===== src/logic/sctl_map.svh =====
// Purpose: timing counts and field widths of the static ram controller
// Assumes: 125 MHz controller clock, 8 ns period
// Notes:   times in ns as printed, counts derived from them
`ifndef SCTL_MAP_SVH
`define SCTL_MAP_SVH

`define SCTL_CLK_PERIOD_NS      8
`define SCTL_ADDR_W             10
`define SCTL_WORDS              1024
// read cycle time of the slowest grade, ns
`define SCTL_READ_CYCLE_NS      650
// write pulse width, ns
`define SCTL_WRITE_PULSE_NS     200
// address set-up before write strobe, ns
`define SCTL_ADDR_SETUP_NS      20
// access time from chip select, ns
`define SCTL_ACCESS_NS          650
// deselect_before_standby_time, ns
`define SCTL_DESELECT_NS        0
// standby_recovery_time equals one read cycle
`define SCTL_RECOVERY_NS        `SCTL_READ_CYCLE_NS
`define SCTL_CEIL(t) (((t) + `SCTL_CLK_PERIOD_NS - 1) / `SCTL_CLK_PERIOD_NS)
`define SCTL_MIN1(n) (((n) < 1) ? 1 : (n))
`define SCTL_READ_CYC   `SCTL_MIN1(`SCTL_CEIL(`SCTL_READ_CYCLE_NS))
`define SCTL_WPULSE_CYC `SCTL_MIN1(`SCTL_CEIL(`SCTL_WRITE_PULSE_NS))
`define SCTL_SETUP_CYC  `SCTL_MIN1(`SCTL_CEIL(`SCTL_ADDR_SETUP_NS))
`define SCTL_ACCESS_CYC `SCTL_MIN1(`SCTL_CEIL(`SCTL_ACCESS_NS))
`define SCTL_DESEL_CYC  `SCTL_MIN1(`SCTL_CEIL(`SCTL_DESELECT_NS))
`define SCTL_RECOV_CYC  `SCTL_MIN1(`SCTL_CEIL(`SCTL_RECOVERY_NS))

`endif


===== src/logic/sctl_pkg.sv =====
// Purpose: types of the static ram controller
// Assumes: nothing
// Notes:   constants live in sctl_map.svh
`default_nettype none
package sctl_pkg;

  typedef enum logic [3:0]
  {
    SCTL_IDLE,
    SCTL_RD_ACCESS,
    SCTL_RD_HOLD,
    SCTL_WR_SETUP,
    SCTL_WR_PULSE,
    SCTL_WR_HOLD,
    SCTL_DESELECT,
    SCTL_STANDBY,
    SCTL_RECOVER
  } sctl_state_type;

  typedef logic [9:0] sctl_addr_type;

endpackage : sctl_pkg
`default_nettype wire


===== src/logic/sctl_timer.sv =====
// Purpose: down counter that times each phase of a memory cycle except SCTL_WR_HOLD
// Assumes: load and count never both needed in one cycle
// Notes:   done is high while the count is zero
`timescale 1ns/1ps
`default_nettype none
module sctl_timer #(
  parameter int W = 8
) (
  input  wire logic         ref_clk,
  input  wire logic         nrst,
  input  wire logic         clkEn,
  input  wire logic         load,
  input  wire logic [W-1:0] loadVal,
  output logic              done
);

  typedef struct packed
  {
    logic [W-1:0] cnt;
  } sctl_timer_state_type;

  sctl_timer_state_type timer_q;
  sctl_timer_state_type timer_d;

  always_comb
  begin
    timer_d = timer_q;
    if (load)
    begin
      timer_d.cnt = loadVal;
    end
    else if (timer_q.cnt != '0)
    begin
      timer_d.cnt = timer_q.cnt - W'(1);
    end
  end

  always_ff @(posedge ref_clk or negedge nrst)
  begin
    if (!nrst)
    begin
      timer_q <= '0;
    end
    else if (clkEn)
    begin
      timer_q <= timer_d;
    end
  end

  assign done = (timer_q.cnt == '0);

endmodule : sctl_timer
`default_nettype wire


===== src/logic/sctl_ctrl.sv =====
// Purpose: host controller driving a 1024x1 asynchronous static ram
// Assumes: one request at a time, inputs synchronous to ref_clk
// Notes:   pins are registered; data pin from memory is three-state
//
// What this block does
// RULE1: access the memory only while chip select is driven low
// RULE2: write strobe low writes the data bit, high reads the cell
// RULE3: chip select and write strobe stay low together through the pulse
// RULE4: data bit held steady until the write strobe rises
// RULE5: memory needs no refresh, so the controller issues none
// RULE6: no stored bit may change during standby
// RULE7: deselect before standby and keep chip select high throughout
// RULE8: wait one read cycle after standby before any access
// RULE9: memory holds 1024 single-bit words
// RULE10: memory output drives only while chip select is low
// RULE11: ten-bit address selects one cell, reads return last write
`timescale 1ns/1ps
`default_nettype none
`include "sctl_map.svh"
module sctl_ctrl #(
  parameter int AW = `SCTL_ADDR_W
) (
  input  wire logic                 ref_clk,
  input  wire logic                 nrst,
  input  wire logic                 clkEn,
  input  wire logic                 reqValid,
  input  wire logic                 reqWrite,
  input  wire sctl_pkg::sctl_addr_type reqAddr,
  input  wire logic                 reqData,
  output logic                      reqReady,
  output logic                      rspValid,
  output logic                      rspData,
  input  wire logic                 standbyReq,
  output logic                      standbyAck,
  output logic                      memPowerLow,
  output logic [AW-1:0]             memAddr,
  output logic                      memChipSel_n,
  output logic                      memWrite_n,
  output logic                      memDataIn,
  input  wire logic                 memDataOut
);
  import sctl_pkg::*;

  localparam int TW = 8;

  // ***************************************************************
  // state
  // ***************************************************************
  typedef struct packed
  {
    sctl_state_type st;
    logic           ready;
    logic           rspV;
    logic           rspD;
    logic           sbAck;
    logic           pwrLow;
    logic [AW-1:0]  addr;
    logic           cs_n;
    logic           we_n;
    logic           din;
  } sctl_ctrl_state_type;

  sctl_ctrl_state_type ctl_q;
  sctl_ctrl_state_type ctl_d;
  logic                tmrLoad;
  logic [TW-1:0]       tmrVal;
  logic                tmrDone;

  sctl_timer #(
    .W(TW)
  ) u_timer (
    .ref_clk (ref_clk),
    .nrst    (nrst),
    .clkEn   (clkEn),
    .load    (tmrLoad),
    .loadVal (tmrVal),
    .done    (tmrDone)
  );

  // ***************************************************************
  // next state
  // ***************************************************************
  always_comb
  begin
    ctl_d   = ctl_q;
    tmrLoad = 1'b0;
    tmrVal  = '0;
    ctl_d.rspV = 1'b0;
    case (ctl_q.st)
      SCTL_IDLE:
      begin
        ctl_d.cs_n = 1'b1;
        ctl_d.we_n = 1'b1;
        if (standbyReq)
        begin
          // chip select already high; hold it the deselect time
          ctl_d.ready = 1'b0;
          ctl_d.st    = SCTL_DESELECT;  // see RULE7
          tmrLoad     = 1'b1;
          tmrVal      = TW'(`SCTL_DESEL_CYC - 1);
        end
        else if (reqValid && ctl_q.ready)
        begin
          ctl_d.ready = 1'b0;
          ctl_d.addr  = reqAddr;  // see RULE11
          ctl_d.din   = reqData;
          if (reqWrite)
          begin
            ctl_d.cs_n = 1'b0;
            ctl_d.st   = SCTL_WR_SETUP;
            tmrLoad    = 1'b1;
            tmrVal     = TW'(`SCTL_SETUP_CYC - 1);
          end
          else
          begin
            ctl_d.cs_n = 1'b0;  // see RULE1
            ctl_d.st   = SCTL_RD_ACCESS;  // see RULE2
            tmrLoad    = 1'b1;
            tmrVal     = TW'(`SCTL_ACCESS_CYC - 1);
          end
        end
      end
      SCTL_RD_ACCESS:
      begin
        if (tmrDone)
        begin
          ctl_d.rspV = 1'b1;
          ctl_d.rspD = memDataOut;
          ctl_d.cs_n = 1'b1;
          ctl_d.st   = SCTL_RD_HOLD;
          tmrLoad    = 1'b1;
          tmrVal     = TW'(`SCTL_READ_CYC - `SCTL_ACCESS_CYC);
        end
      end
      SCTL_WR_SETUP:
      begin
        if (tmrDone)
        begin
          ctl_d.we_n = 1'b0;  // see RULE3
          ctl_d.st   = SCTL_WR_PULSE;
          tmrLoad    = 1'b1;
          tmrVal     = TW'(`SCTL_WPULSE_CYC - 1);
        end
      end
      SCTL_WR_PULSE:
      begin
        if (tmrDone)
        begin
          // strobe rises first; address, data, select stay put
          ctl_d.we_n = 1'b1;  // see RULE4
          ctl_d.st   = SCTL_WR_HOLD;
        end
      end
      SCTL_WR_HOLD:
      begin
        ctl_d.cs_n = 1'b1;
        ctl_d.st   = SCTL_RD_HOLD;
        tmrLoad    = 1'b1;
        tmrVal     = TW'(`SCTL_READ_CYC - `SCTL_SETUP_CYC
                         - `SCTL_WPULSE_CYC);
      end
      SCTL_RD_HOLD:
      begin
        // pad the cycle out to a full read or write cycle time
        if (tmrDone)
        begin
          ctl_d.ready = 1'b1;
          ctl_d.st    = SCTL_IDLE;
        end
      end
      SCTL_DESELECT:
      begin
        if (tmrDone)
        begin
          ctl_d.pwrLow = 1'b1;
          ctl_d.sbAck  = 1'b1;
          ctl_d.st     = SCTL_STANDBY;
        end
      end
      SCTL_STANDBY:
      begin
        // pins stay quiet so no cell can be disturbed
        ctl_d.cs_n = 1'b1;  // see RULE6
        ctl_d.we_n = 1'b1;
        if (!standbyReq)
        begin
          ctl_d.pwrLow = 1'b0;
          ctl_d.st     = SCTL_RECOVER;
          tmrLoad      = 1'b1;
          tmrVal       = TW'(`SCTL_RECOV_CYC - 1);
        end
      end
      SCTL_RECOVER:
      begin
        if (tmrDone)
        begin
          ctl_d.sbAck = 1'b0;
          ctl_d.ready = 1'b1;  // see RULE8
          ctl_d.st    = SCTL_IDLE;
        end
      end
      default:
      begin
        ctl_d.st   = SCTL_IDLE;
        ctl_d.cs_n = 1'b1;
        ctl_d.we_n = 1'b1;
      end
    endcase
  end

  always_ff @(posedge ref_clk or negedge nrst)
  begin
    if (!nrst)
    begin
      ctl_q       <= '0;
      ctl_q.st    <= SCTL_IDLE;
      ctl_q.ready <= 1'b1;
      ctl_q.cs_n  <= 1'b1;
      ctl_q.we_n  <= 1'b1;
    end
    else if (clkEn)
    begin
      ctl_q <= ctl_d;
    end
  end

  assign reqReady     = ctl_q.ready;
  assign rspValid     = ctl_q.rspV;
  assign rspData      = ctl_q.rspD;
  assign standbyAck   = ctl_q.sbAck;
  assign memPowerLow  = ctl_q.pwrLow;
  assign memAddr      = ctl_q.addr;
  assign memChipSel_n = ctl_q.cs_n;
  assign memWrite_n   = ctl_q.we_n;
  assign memDataIn    = ctl_q.din;

endmodule : sctl_ctrl
`default_nettype wire


===== config.mk =====
export PLATFORM = sky130hd
export DESIGN_NAME = sctl_ctrl
export DESIGN_NICKNAME = d
export VERILOG_FILES = /design/src/logic/sctl_pkg.sv /design/src/logic/sctl_timer.sv /design/src/logic/sctl_ctrl.sv
export VERILOG_INCLUDE_DIRS = /design/src /design/src/logic
export SDC_FILE = /design/constraint.sdc
export NUM_CORES = 1
export LEC_CHECK = 0
export ABC_AREA = 1
export BUFFER_PORTS_ARGS = -buffer_cell sky130_fd_sc_hd__buf_2
export CAP_MARGIN = 5
export CORE_ASPECT_RATIO = 0.7
export CORE_MARGIN = 3
export CORE_UTILIZATION = 53
export DETAILED_ROUTE_END_ITERATION = 8
export PLACE_DENSITY = 0.85
export SYNTH_ARGS = -nofsm -noshare
export SYNTH_HDL_FRONTEND = slang
export SYNTH_SLANG_ARGS = --single-unit
export TNS_END_PERCENT = 50

===== constraint.sdc =====
create_clock -name ref_clk -period 1.82 [get_ports ref_clk]
set_input_delay 0.182 -clock ref_clk [delete_from_list [all_inputs] [get_ports ref_clk]]
set_output_delay 0.182 -clock ref_clk [all_outputs]
set_load 0.01 [all_outputs]

==> metrics.yaml <==
status:
  status: "finished, final reports clean"
worst_setup_path:
  r2r-start: "ctl_q[18]"
  r2r-end: "u_timer.timer_q[1]"
  end_kind: "flip-flop"
  r2r_setup_slack_ns: 0.16
  arrival_ns: 1.83
  crit_path_max_fanout: 9
  critPathLaunchType: "flip-flop"
  crit_type: "flip-flop to flip-flop"
  r2r_cells: 9
  cp.required_ns: 1.99
synth:
  synthTopCellsByArea: "dfrtp_1, nand2_1, buf_4, nand3_1, dfstp_2"
  synthTopCellsByCount: "nand2_1, dfrtp_1, inv_1, nand3_1, nor2_1"
  yosysMostFrequentCell: "nand2_1"
  ys.warnings.count: 0
  ys_seq_area_share_pct: 39.9
  synth_seq_cells: 30
  ys_dominant_reg_cell: "dfrtp_1"
  syn-num-nets: 277
  async_flop_share_pct: 100
  yosysUniqueCellTypes: 31
  syn_area_um2: 1890
  synth-edff-count: 0
  synthCells: 257
  synth_top_area_share_pct: 35.7
  syn_area_per_cell_um2: 7.36
  synth_top_area_cell: "dfrtp_1"
finish:
  finalNonFillerCells: 335
  area_delta_synth_final_pct: 15.5
  multi_input_area_um2: 953
  diodes: 0
  nFillCells: 282
  layout.nets: 307
  postLayoutCoreUtil_pct: 66.7
  final-seq-area_um2: 754
  drive_gt1_share_pct: 25.3
cts:
  clk_latency_ns: 0.28
  cts_made_buffers: 5
  clock-root-buffer: "clkbuf_8"
  clock_sinks: 30
  cts.clk_slew.worst_paths_ns: 0.07
  clk_path_buf_depth: 2
  post_cts_buffers: 0
  htree_levels: 2
  cts_tree: "yes"
timing:
  skew_ns: 0.00715
  worstMarginPinSlew_ns: 0.627
  fin_crit_sh_pct: 91.0
  hold_viol_final: 0
  rsz0062_at_grt: "no"
  max_freq_ghz: 0.604
  min_period_ns: 1.66
  final.setup.tns_ns: 0
  setup_viol: 0
  slew_viol_final: 0
  relSlewSlack_pct: 58.2
pwr:
  p_leak_nw: 1.24
  ir_drop_uv: 950
  power_density_nw_per_um2: 1830
route:
  ant_nets: 0
  avgRoutedWirePerCell_um: 12.5
  wirelength_mm: 4.20
  drc: 0
  dr.pass1.iters: 5
  via_per_inst: 5.20
  drtIter0Drc: 186
  vias: 1743
die:
  dieArea_um2: 4330
  core_um2: 3280
  die_y_um: 56.0
  fp.dieW_um: 77.4
  rows: 17
  start_util_pct: 57.7
  io_pins: 36
global_route:
  overflow: 0
  grt_pass1_wl_mm: 7.35
  grt_use_total_pct: 21.1
  antenna_found_initial: 0
  grt_max_degree: 31
  grt_pass1_vias: 1611
min_path:
  hp-start: "reqAddr[1]"
  min_to: "memAddr[1]"
  hold_depth: 3
  hp-class: "primary input to flip-flop"
place:
  gp_congestion: 1.01
  placed_cells: 326
  port_buffers: 35
  dpl.hpwl_mm: 3.13
run:
  drv_cap: 0
critical path, stage by stage, from the launching register on:
cell     delay [ns]
dfrtp_1        0.59
nand2_1        0.18
nor2_2         0.26
nand2_1        0.08
nand2_1        0.11
nor2_4         0.07
nand3_1        0.11
nand2_1        0.06
nand2_1        0.06
nand2_1        0.05
how the worst max path moves through the flow:
stage | from | end | slack [ns] | cells past startpoint
floorplan | u_timer.timer_q[0] | u_timer.timer_q[0] | 0.38 | 9
global placement | u_timer.timer_q[0] | u_timer.timer_q[0] | 0.22 | 9
detailed placement | u_timer.timer_q[0] | u_timer.timer_q[1] | 0.15 | 9
CTS | u_timer.timer_q[0] | u_timer.timer_q[1] | 0.11 | 9
global route | u_timer.timer_q[0] | ctl_q[18] | 0.04 | 9
finish | ctl_q[18] | u_timer.timer_q[1] | 0.16 | 9
power breakdown:
part / total (mW) / switching, mW / internal, mW
Clock: 0.840 / 0.256 / 0.584
Combinational: 1.90 / 1.19 / 0.719
Sequential: 1.25 / 0.276 / 0.974
Total: 3.99 / 1.72 / 2.28
logic make-up (layout without fill, tap and decap cells):
logic type / count (synthesis) / after routing / share of synthesized area [%]
xor gates and xnor gates: 4 / 4 / 1.85
adders and majority gates: 2 / 2 / 1.32
buffers and inverters: 35 / 66 / 9.93
DFF: 30 / 30 / 39.9
and+or+nand+nor: 168 / 168 / 40.1
AOI/OAI and AO/OA: 18 / 18 / 6.88
layer usage:
metal / vias to the layer above / routed length (um) / GRT usage (%)
li1: 857 / - / -
met1: 794 / 2010 / 32.7
met2: 90 / 1740 / 29.0
met3: 2 / 439 / 5.99
met4: 0 / 9 / 3.81
met5: - / 0 / 0
registers in the layout (all words and copies together), names as in the netlist:
register,cells
memAddr,10
u_timer.timer_q,8
ctl_q,4
memChipSel_n,1
memDataIn,1
memPowerLow,1
memWrite_n,1
reqReady,1
rspData,1
rspValid,1
standbyAck,1
layout by cell type (no fill, tap or decap):
cell             n
a21boi_0         1
a21boi_4         1
a21oi_1          4
a21oi_4          1
buf_2           35
buf_4            1
bufinv_16        2
clkbuf_8         6
dfrtp_1         27
dfstp_2          3
dlygate4sd3_1    1
ha_1             2
inv_1           17
inv_2            3
inv_4            1
nand2_1        110
nand2_2          5
nand2_4          2
nand3_1         16
nand3_2          2
nand4_1          5
nand4_2          1
nor2_1          15
nor2_2           4
nor2_4           5
nor3_1           3
o211ai_1         1
o211ai_2         1
o21a_1           1
o21ai_0          7
o21ai_1          1
xnor2_1          2
xor2_1           2
stage by stage:
| stage | total power, mW | area [um^2] | setup WS [ns] | hold slack (ns) |
|---|---|---|---|---|
| after global routing | 4.32 | 2180 | 0.0359 | 0.0911 |
| after global placement | 3.09 | 2030 | 0.218 | 0.247 |
| after detailed placement | 3.11 | 2030 | 0.153 | 0.258 |
| final | 3.99 | 2180 | 0.164 | 0.0914 |
| after floorplan | 2.80 | 1890 | 0.376 | -0.114 |
| after CTS | 3.98 | 2180 | 0.114 | 0.0850 |
timing repair:
action / 4_1_cts / 5_1_grt
hold endpoints to repair: 27 / 0
setup endpoints to repair: 0 / 6
hold buffers: 1 / 0
gates resized for setup: 0 / 1
final cells by class:
type                    count  share of cell area [%]
multi-input cells         192                    43.7
flip-flops and latches     30                    34.6
repair buffers             37                    8.83
clock buffers               6                    3.78
inverters                  21                    3.72
clock inverters             2                    2.75
well taps                  47                    2.69
Power figures use the tool's default switching activity.
